===== src/sci_pkg.sv =====
// Shared constants and types for the strap, indicator and mode logic.
// Assumes a single 100 MHz clock and a plain register port.
package sci_pkg;

  // Operating modes as read from the rotary selector
  typedef enum logic [1:0] {
    SCI_MODE_RUN,
    SCI_MODE_STOP,
    SCI_MODE_RESET,
    SCI_MODE_PROGRAM
  } sci_mode_e;

  // Synchronised board straps, one bit each unless noted
  typedef struct packed {
    logic retention_strap;   // Fitted: keep all flags, timers, counters
    logic time_base_strap;   // Fitted: 0.1 s tick, removed: 0.01 s
    logic dblock_vol_strap;  // Fitted: all data blocks volatile
    logic [1:0] area_sel;    // Share of text/data space on data socket
    logic write_en_strap;    // Fitted: program and text sockets writable
    logic upper_on_data;     // Upper program lines on data socket
  } sci_straps_s;

  // Memory write strobes from the processor
  typedef struct packed {
    logic program_memory_socket;
    logic text_socket;
    logic data_socket;
    logic legacy_ram;
  } sci_wr_s;

  // Clock and timing
  localparam int SCI_CLK_HZ = 100_000_000;
  localparam int SCI_TICK_SLOW_MS = 100;   // 1/10 s time base
  localparam int SCI_TICK_FAST_MS = 10;    // 1/100 s time base
  localparam int SCI_TICK_SLOW_CYC = SCI_CLK_HZ / 1000 * SCI_TICK_SLOW_MS;
  localparam int SCI_TICK_FAST_CYC = SCI_CLK_HZ / 1000 * SCI_TICK_FAST_MS;
  localparam int SCI_LED_TICKS = 20;        // Ticks between lamp toggles
  localparam int SCI_TICK_W = 24;

  // Element addresses
  localparam logic [9:0] SCI_RETAIN_LO = 10'd765;
  localparam logic [9:0] SCI_RETAIN_HI = 10'd999;
  localparam int SCI_DATA_BLOCKS = 32;

  // Memory map
  localparam logic [12:0] SCI_UPPER_PROGRAM_MEMORY_SOCKET_BASE = 13'h1000; // Line 4096
  localparam logic [13:0] SCI_AREA_NONE = 14'h2000;
  localparam logic [13:0] SCI_AREA_QUARTER = 14'h1800;
  localparam logic [13:0] SCI_AREA_HALF = 14'h1000;
  localparam logic [13:0] SCI_AREA_ALL = 14'h0000;
  localparam logic [1:0] SCI_SOCK_PROGRAM = 2'h0;
  localparam logic [1:0] SCI_SOCK_TEXT = 2'h1;
  localparam logic [1:0] SCI_SOCK_DATA = 2'h2;

  // Register offsets
  localparam logic [3:0] SCI_REG_CTRL = 4'h0;
  localparam logic [3:0] SCI_REG_STATUS = 4'h4;
  localparam logic [3:0] SCI_REG_TICKS = 4'h8;

  // Control fields
  localparam int SCI_CTRL_HALT_BIT = 0;
  localparam int SCI_CTRL_ERRCLR_BIT = 1;

  // Reset values
  localparam logic SCI_CTRL_HALT_RST = 1'b0;
  localparam logic SCI_LED_RST = 1'b0;
  localparam logic [10:0] SCI_PIN_RST = 11'h000;
  localparam logic SCI_TB_SLOW_RST = 1'b1;
  localparam logic SCI_DBLOCK_VOL_RST = 1'b1;

endpackage : sci_pkg


===== src/sci_strap_ctrl.sv =====
// Strap, write gating, mode and indicator logic of the processor module.
// Assumes all pin inputs are asynchronous to clk_i and that processor
// strobes and the trap level come from logic on clk_i.
//
// Functional notes
// - Retention strap keeps all elements; otherwise only flags 765 to 999.
// - Tick is 0.1 s with time-base strap fitted, 0.01 s removed.
// - Data-block strap fitted makes all 32 data blocks volatile.
// - Text and data share 8K bytes; area straps map parts to data socket.
// - Text or data socket may serve program lines 4096 to 8191.
// - Program and text socket writes pass only with write strap fitted.
// - Data socket writes always pass.
// - Legacy battery RAM write line ignores the write strap.
// - Run lamp toggles every 2 s, or every 0.2 s on fast base.
// - Run lamp holds its level in reset mode or on a trap.
// - Error lamp lights on a serial transmission error.
// - With no programming unit attached the mode is always run.
`timescale 1ns/10ps

module sci_strap_ctrl #(
  parameter int TICK_SLOW_CYC = sci_pkg::SCI_TICK_SLOW_CYC,
  parameter int TICK_FAST_CYC = sci_pkg::SCI_TICK_FAST_CYC
) (
  // Clock and reset
  input wire logic clk_i,
  input wire logic rst_b_i,
  // Board straps and front panel, asynchronous
  input wire sci_pkg::sci_straps_s straps_i,
  input wire logic [1:0] mode_switch_i,
  input wire logic programming_unit_port_present_i,
  input wire logic serial_err_i,
  // Processor side
  input wire logic trap_i,
  input wire sci_pkg::sci_wr_s wr_req_i,
  input wire logic [12:0] text_data_addr_i,
  input wire logic [12:0] program_memory_socket_line_i,
  input wire logic [9:0] elem_addr_i,
  // Register port
  input wire logic [3:0] reg_addr_i,
  input wire logic [31:0] reg_wdata_i,
  input wire logic reg_wr_i,
  input wire logic reg_rd_i,
  output logic [31:0] reg_rdata_o,
  // Memory control
  output sci_pkg::sci_wr_s wr_o,
  output logic data_sock_sel_o,
  output logic [1:0] program_memory_socket_sock_o,
  output logic elem_retain_o,
  output logic retain_all_o,
  output logic dblock_volatile_o,
  // Mode and lamps
  output sci_pkg::sci_mode_e eff_mode_o,
  output logic tick_o,
  output logic run_led_o,
  output logic err_led_o
);

  // Share of the text/data space given to the data socket
  function automatic logic [13:0] area_base(input logic [1:0] sel);
    case (sel)
      2'h0: area_base = sci_pkg::SCI_AREA_NONE;
      2'h1: area_base = sci_pkg::SCI_AREA_QUARTER;
      2'h2: area_base = sci_pkg::SCI_AREA_HALF;
      default: area_base = sci_pkg::SCI_AREA_ALL;
    endcase
  endfunction : area_base

  // Tick period in cycles, less one, for the selected time base
  function automatic logic [sci_pkg::SCI_TICK_W-1:0] tick_len(
    input logic slow
  );
    if (slow) begin
      tick_len = sci_pkg::SCI_TICK_W'(TICK_SLOW_CYC - 1);
    end else begin
      tick_len = sci_pkg::SCI_TICK_W'(TICK_FAST_CYC - 1);
    end
  endfunction : tick_len

  // Pin capture and synchroniser stages
  logic [10:0] pin_raw;
  logic [10:0] pin_s1_reg;
  logic [10:0] pin_s2_reg;
  logic [10:0] pin_s3_reg;
  logic [10:0] pin_reg;
  // Accepted pin values, split by field
  sci_pkg::sci_straps_s strap_q;
  logic [1:0] switch_q;
  logic unit_q;
  logic ser_err_q;
  logic ser_err_prev_reg;
  // Time base and run lamp state
  logic tb_slow_reg;
  logic [sci_pkg::SCI_TICK_W-1:0] tick_cnt_reg;
  logic tick_now;
  logic [4:0] led_cnt_reg;
  logic [31:0] tick_total_reg;
  // Register side state
  logic halt_reg;
  logic err_flag_reg;
  sci_pkg::sci_mode_e mode_now;
  logic led_hold;
  logic [31:0] rd_word;

  assign pin_raw = {straps_i, mode_switch_i,
                    programming_unit_port_present_i, serial_err_i};

  // three-stage synchronisers
  // Reset value is the idle pin level, so no false error edge follows
  always_ff @(posedge clk_i) begin
    if (!rst_b_i) begin
      pin_s1_reg <= sci_pkg::SCI_PIN_RST;
      pin_s2_reg <= sci_pkg::SCI_PIN_RST;
      pin_s3_reg <= sci_pkg::SCI_PIN_RST;
    end else begin
      pin_s1_reg <= pin_raw;
      pin_s2_reg <= pin_s1_reg;
      pin_s3_reg <= pin_s2_reg;
    end
  end

  // accept when stages agree
  // A bit moves only when stages two and three match, so a single
  // metastable sample never reaches the decode logic.
  always_ff @(posedge clk_i) begin
    if (!rst_b_i) begin
      pin_reg <= sci_pkg::SCI_PIN_RST;
    end else begin
      pin_reg <= (pin_s2_reg & pin_s3_reg) |
                 (pin_reg & (pin_s2_reg | pin_s3_reg));
    end
  end

  assign strap_q = pin_reg[10:4];
  assign switch_q = pin_reg[3:2];
  assign unit_q = pin_reg[1];
  assign ser_err_q = pin_reg[0];

  assign mode_now = unit_q ? sci_pkg::sci_mode_e'(switch_q)
                           : sci_pkg::SCI_MODE_RUN;

  always_ff @(posedge clk_i) begin
    if (!rst_b_i) begin
      eff_mode_o <= sci_pkg::SCI_MODE_RUN;
    end else begin
      eff_mode_o <= mode_now;
    end
  end

  assign tick_now = (tick_cnt_reg == tick_len(tb_slow_reg));

  // Tick counter; restarts at each tick
  // Starts from zero, so the first tick after reset is a full period
  always_ff @(posedge clk_i) begin
    if (!rst_b_i) begin
      tick_cnt_reg <= '0;
    end else if (tick_now) begin
      tick_cnt_reg <= '0;
    end else begin
      tick_cnt_reg <= tick_cnt_reg + 1'b1;
    end
  end

  // base change taken on tick
  // Switching mid-period would give one runt or stretched tick.
  always_ff @(posedge clk_i) begin
    if (!rst_b_i) begin
      // Slow base until the first tick; a fast strap waits one slow period
      tb_slow_reg <= sci_pkg::SCI_TB_SLOW_RST;
    end else if (tick_now) begin
      tb_slow_reg <= strap_q.time_base_strap;
    end
  end

  // Tick pulse and running total for software
  always_ff @(posedge clk_i) begin
    if (!rst_b_i) begin
      tick_o <= 1'b0;
      tick_total_reg <= '0;
    end else begin
      tick_o <= tick_now;
      if (tick_now) begin
        tick_total_reg <= tick_total_reg + 1'b1;
      end
    end
  end

  // hold in reset mode or trap
  // trap_i is same-clock logic, so it bypasses the synchronisers
  assign led_hold = (mode_now == sci_pkg::SCI_MODE_RESET) | trap_i |
                    halt_reg;

  // toggle every twenty ticks
  // Twenty ticks give 2 s on the slow base and 0.2 s on the fast one.
  // The count is kept through a hold, so a resumed lamp keeps its phase.
  always_ff @(posedge clk_i) begin
    if (!rst_b_i) begin
      led_cnt_reg <= '0;
      run_led_o <= sci_pkg::SCI_LED_RST;
    end else if (tick_now && !led_hold) begin
      if (led_cnt_reg == 5'(sci_pkg::SCI_LED_TICKS - 1)) begin
        led_cnt_reg <= '0;
        run_led_o <= ~run_led_o;
      end else begin
        led_cnt_reg <= led_cnt_reg + 1'b1;
      end
    end
  end

  // Edge memory for the serial error level
  always_ff @(posedge clk_i) begin
    if (!rst_b_i) begin
      ser_err_prev_reg <= 1'b0;
    end else begin
      ser_err_prev_reg <= ser_err_q;
    end
  end

  // sticky error, set beats clear
  // A short error pulse stays visible until software clears it
  always_ff @(posedge clk_i) begin
    if (!rst_b_i) begin
      err_flag_reg <= 1'b0;
    end else if (ser_err_q && !ser_err_prev_reg) begin
      err_flag_reg <= 1'b1;
    end else if (reg_wr_i && reg_addr_i == sci_pkg::SCI_REG_CTRL &&
                 reg_wdata_i[sci_pkg::SCI_CTRL_ERRCLR_BIT]) begin
      err_flag_reg <= 1'b0;
    end
  end

  always_ff @(posedge clk_i) begin
    if (!rst_b_i) begin
      err_led_o <= 1'b0;
    end else begin
      err_led_o <= err_flag_reg | ser_err_q;
    end
  end

  // Software halt of the run lamp
  always_ff @(posedge clk_i) begin
    if (!rst_b_i) begin
      halt_reg <= sci_pkg::SCI_CTRL_HALT_RST;
    end else if (reg_wr_i && reg_addr_i == sci_pkg::SCI_REG_CTRL) begin
      halt_reg <= reg_wdata_i[sci_pkg::SCI_CTRL_HALT_BIT];
    end
  end

  // Write strobe gating, one cycle of latency
  // A strap pulled mid-write cuts the strobe; software must not rely on it
  always_ff @(posedge clk_i) begin
    if (!rst_b_i) begin
      wr_o <= '0;
    end else begin
      wr_o.program_memory_socket <= wr_req_i.program_memory_socket &
                                    strap_q.write_en_strap;
      wr_o.text_socket <= wr_req_i.text_socket & strap_q.write_en_strap;
      wr_o.data_socket <= wr_req_i.data_socket;
      wr_o.legacy_ram <= wr_req_i.legacy_ram;
    end
  end

  always_ff @(posedge clk_i) begin
    if (!rst_b_i) begin
      data_sock_sel_o <= 1'b0;
    end else begin
      data_sock_sel_o <= ({1'b0, text_data_addr_i} >=
                          area_base(strap_q.area_sel));
    end
  end

  // upper program lines on text or data
  always_ff @(posedge clk_i) begin
    if (!rst_b_i) begin
      program_memory_socket_sock_o <= sci_pkg::SCI_SOCK_PROGRAM;
    end else if (program_memory_socket_line_i < sci_pkg::SCI_UPPER_PROGRAM_MEMORY_SOCKET_BASE) begin
      program_memory_socket_sock_o <= sci_pkg::SCI_SOCK_PROGRAM;
    end else if (strap_q.upper_on_data) begin
      program_memory_socket_sock_o <= sci_pkg::SCI_SOCK_DATA;
    end else begin
      program_memory_socket_sock_o <= sci_pkg::SCI_SOCK_TEXT;
    end
  end

  // Retention and volatility outputs
  always_ff @(posedge clk_i) begin
    if (!rst_b_i) begin
      elem_retain_o <= 1'b0;
      retain_all_o <= 1'b0;
      dblock_volatile_o <= sci_pkg::SCI_DBLOCK_VOL_RST;
    end else begin
      retain_all_o <= strap_q.retention_strap;
      elem_retain_o <= strap_q.retention_strap |
                       (elem_addr_i >= sci_pkg::SCI_RETAIN_LO &&
                        elem_addr_i <= sci_pkg::SCI_RETAIN_HI);
      dblock_volatile_o <= strap_q.dblock_vol_strap;
    end
  end

  // Read mux; unmapped offsets read zero
  // Status shows the accepted straps, not the raw pin levels
  always_comb begin
    rd_word = '0;
    case (reg_addr_i)
      sci_pkg::SCI_REG_CTRL: begin
        rd_word[sci_pkg::SCI_CTRL_HALT_BIT] = halt_reg;
      end
      sci_pkg::SCI_REG_STATUS: begin
        rd_word[6:0] = strap_q;
        rd_word[8:7] = mode_now;
        rd_word[9] = unit_q;
        rd_word[10] = err_flag_reg;
        rd_word[11] = run_led_o;
        rd_word[12] = tb_slow_reg;
      end
      sci_pkg::SCI_REG_TICKS: begin
        rd_word = tick_total_reg;
      end
      default: begin
        rd_word = '0;
      end
    endcase
  end

  // Read data valid the cycle after the strobe only
  always_ff @(posedge clk_i) begin
    if (!rst_b_i) begin
      reg_rdata_o <= '0;
    end else if (reg_rd_i) begin
      reg_rdata_o <= rd_word;
    end else begin
      reg_rdata_o <= '0;
    end
  end

endmodule : sci_strap_ctrl


===== config.mk =====
export PLATFORM = sky130hd
export DESIGN_NAME = sci_strap_ctrl
export DESIGN_NICKNAME = d
export VERILOG_FILES = /design/src/sci_pkg.sv /design/src/sci_strap_ctrl.sv
export SDC_FILE = /design/constraint.sdc
export NUM_CORES = 1
export LEC_CHECK = 0
export ABC_AREA = 1
export BUFFER_PORTS_ARGS = -buffer_cell sky130_fd_sc_hd__buf_2
export CORE_MARGIN = 3
export CORE_UTILIZATION = 55
export CTS_CLUSTER_DIAMETER = 30
export DETAILED_ROUTE_END_ITERATION = 8
export PLACE_DENSITY = 0.8
export SKIP_LAST_GASP = 1
export SLEW_MARGIN = 20
export SYNTH_ARGS = -nofsm -noshare
export SYNTH_HDL_FRONTEND = slang
export SYNTH_SLANG_ARGS = --single-unit

===== constraint.sdc =====
create_clock -name clk_i -period 3 [get_ports clk_i]
set_clock_uncertainty 0.2 [all_clocks]
set_input_delay 0.3 -clock clk_i [delete_from_list [all_inputs] [get_ports clk_i]]
set_output_delay 0.3 -clock clk_i [all_outputs]
set_load 0.05 [all_outputs]

==> results by group <==
Synth
  – Count leader, synth: nand2_1
  – Post-synth top cells: nand2_1 (256), dfxtp_1 (156), nor2_1 (156)
  – Syn nets: 1065
  – Yosys reg bits: 156
  – Cell taking the most area after synthesis: dfxtp_1
  – Synthesized area per cell: 7.07 um^2
  – EDFF count, synth: 0
  – Syn Std Cell Area: 6830 um^2
  – Sequential share of the synthesized area: 0.458
  – Yosys top cell area share: 0.458
  – Mapped Cells: 966
  – Synth async-reset ratio: 0
  – Synth Warn #: 0
  – Area contributors post-synth: dfxtp_1 (46%), nand2_1 (14%), nor2_1 (8.6%)
  – Top FF cell, synth: dfxtp_1
  – Distinct cell type count after synthesis: 42

Clock tree
  – CTS tree: yes
  – TritonCTS buffer count: 17
  – Worst-skew pair later-pin latency: 0.43 ns
  – CTS HTree Levels: 4
  – Post CTS Setup Buffer Count: 0
  – Root Buffer: clkbuf_16
  – Clock Path Buffers: 2
  – Clock-pin slew on the worst setup and hold paths: 0.06 ns
  – CTS sink cnt: 156

Setup path
  – Worst path buffer plus inverter count: 4
  – Data required time at the worst endpoint: 3.17 ns
  – Crit path kind: primary input to register
  – Critical-path maximum fanout: 3
  – Startpoint types: primary input
  – Reg2reg path depth: 8
  – Flop2flop setup slack: 0.67 ns
  – Worst r2r src: tick_total_reg[0]
  – Worst EP arrival: 2.52 ns
  – Critical-path top delay cell: dlygate4sd3_1
  – CP most frequent cell: dlygate4sd3_1
  – Worst path max stage delay: 0.59 ns
  – Endpoint type of the worst setup path: register
  – Crit path max-delay family: buffers and inverters
  – Worst-path cell chain: dlygate4sd3_1 -> buf_2 -> nor2_1 -> dlygate4sd3_1 -> nand4_1 -> a31oi_1 -> dlygate4sd3_1
  – RR Endpoint: tick_total_reg[18]

Timing
  – Crit share post-route: 0.781
  – RSZ-0062 raised after global routing: false
  – Min Hold Slack: 0.0273 ns
  – Rel. slew slack: 0.397
  – Setup TNS: 0 ns
  – Post-layout minimum cycle time: 2.34 ns
  – Fmax achieved: 427 MHz
  – Count of final setup violators: 0
  – Worst Tran Pin Value: 0.904 ns
  – Fin. Hold Viols: 0
  – Max-slew violation count: 0

Final layout
  – Net count of the finished layout: 1191
  – Utilization after layout: 0.685
  – P&R area growth vs syn: 21.1%
  – Ant diodes: 0
  – Fraction of layout cells with a size suffix above 1: 0.160
  – Fillers: 1046

Routing
  – Post-route DRC: 0
  – Via count: 6367
  – Top Layer Used: met4
  – Wl on met1: 6910 um
  – Detailed-route wire length per cell: 12.8 um
  – Wire length on met3: 1010 um
  – Via density: 5.00
  – Detailed-route wire length: 16200 um
  – DRT antenna net count: 0
  – Drt pass-1 iters: 4
  – Drt initial violations: 443
  – Met2 wire length: 7890 um

Min path
  – Hold depth: 3
  – Hold Path End: elem_retain_o
  – Hold_sp: elem_addr_i[8]
  – Hold crit path type: primary input to register

Global routing
  – Remaining global-route overflow: 0
  – Total Routing Usage GR: 0.239
  – Number of global-route vias before repair: 6064
  – Antenna violations before repair: 0
  – Largest net degree at the start of global routing: 56
  – First-pass GRT wire length: 27200 um

Power
  – Max IR drop VDD: 0.420 mV
  – Leak: 3.61 nW
  – Pwr Density: 512 nW/um^2
  – Total power: 0.00423 W

Outcome
  – Status: finished, final reports clean

Place
  – I/O Buffers: 96
  – GP Congestion: 0.903
  – Hpwl dp: 10800 um

Floorplan
  – Initial Util: 0.566
  – Placeable Area: 12100 um^2
  – DIE AREA: 13800 um^2
  – Die width: 117 um
  – Die Y: 117 um
  – Row Count: 40
  – Top Ports: 139

Flow run
  – MaxCap Viol Count: 0
==> worst max path at each step <==
stage / from / to / depth (start not counted) / slack [ns]
global placement: tick_cnt_reg[0] / tick_total_reg[0] / 11 / 0.75
detailed placement: tick_cnt_reg[0] / tick_total_reg[0] / 11 / 0.70
finish: reg_addr_i[0] / reg_rdata_o[0] / 7 / 0.66
CTS: tick_cnt_reg[0] / tick_total_reg[0] / 11 / 0.67
global route: tick_cnt_reg[0] / tick_total_reg[0] / 11 / 0.46
floorplan: tick_cnt_reg[0] / led_cnt_reg[2] / 11 / 1.15
==> layer usage <==
| layer | global-route usage | vias up |
|---|---|---|
| met5 | 0 | - |
| met2 | 0.409 | 195 |
| met3 | 0.0497 | 43 |
| li1 | - | 3255 |
| met4 | 0.111 | 0 |
| met1 | 0.290 | 2874 |
==> layout make-up <==
class	count	area, um^2	area share
inverters	136	510	0.0618
multi-input cells	649	3050	0.369
clock buffers	17	425	0.0515
flip-flops and latches	156	3120	0.378
repair buffers	132	828	0.100
clock inverters	15	115	0.0139
well taps	168	210	0.0254
==> power by group <==
| group | total, W | switching [W] | internal, W |
|---|---|---|---|
| Sequential | 0.00211 | 0.0000132 | 0.00210 |
| Clock | 0.00196 | 0.000891 | 0.00107 |
| Combinational | 0.000162 | 0.0000904 | 0.0000719 |
==> cell usage in the layout, fill, tap and decap left out, types with 2 or more instances in the layout <==
cell           netlist  layout
nand3b_1             3       3
clkinv_2             0       5
buf_4                0       5
o21ai_0             25      25
inv_2                8       8
nand3_1             49      49
a21oi_2              9       9
nor2_4               2       2
o22ai_1              8       8
clkinv_4             0       6
or2_2                2       2
nor3_1               9       9
o21ai_1              3       3
nor2_2               3       3
dlygate4sd3_1        0      31
inv_6                0       3
xnor2_1              2       2
inv_1              127     127
nand2_1            256     256
nor2_1             156     156
xor2_1              21      21
nand4_1             16      16
a21oi_1             42      42
clkbuf_16            0      17
nand2_2             16      16
nor3b_1              5       5
dfxtp_1            156     156
buf_2                6      96
ha_1                 7       7
a31oi_1              2       2
==> per-stage QoR <==
stage	instance area (um^2)	cells	worst slack, ns
floorplan	6830	966	1.15
detailed placement	7410	1210	0.696
global placement	7410	1210	0.750
finish	8270	1273	0.656
CTS	8270	1273	0.668
global route	8270	1273	0.463
==> worst min-delay path: cells and delay by family <==
family / cells / cell delay (ns)
compound gates: 2 / 0.22
buf+inv: 1 / 0.10
==> logic make-up (layout without fill, tap and decap cells) <==
logic type	count (synthesis)	count (layout)	share of synthesized area
simple gates	524	524	0.326
buf+inv	161	300	0.0951
flops	156	156	0.458
compound gates	95	95	0.0788
xor+xnor	23	23	0.0295
fa+ha+maj	7	7	0.0128
==> repair_timing <==
action | CTS | global route
hold buffers | 31 | 0
endpoints found under the hold margin | 24 | 0
resized for setup | 0 | 0
(Power assumes the default switching activity.)
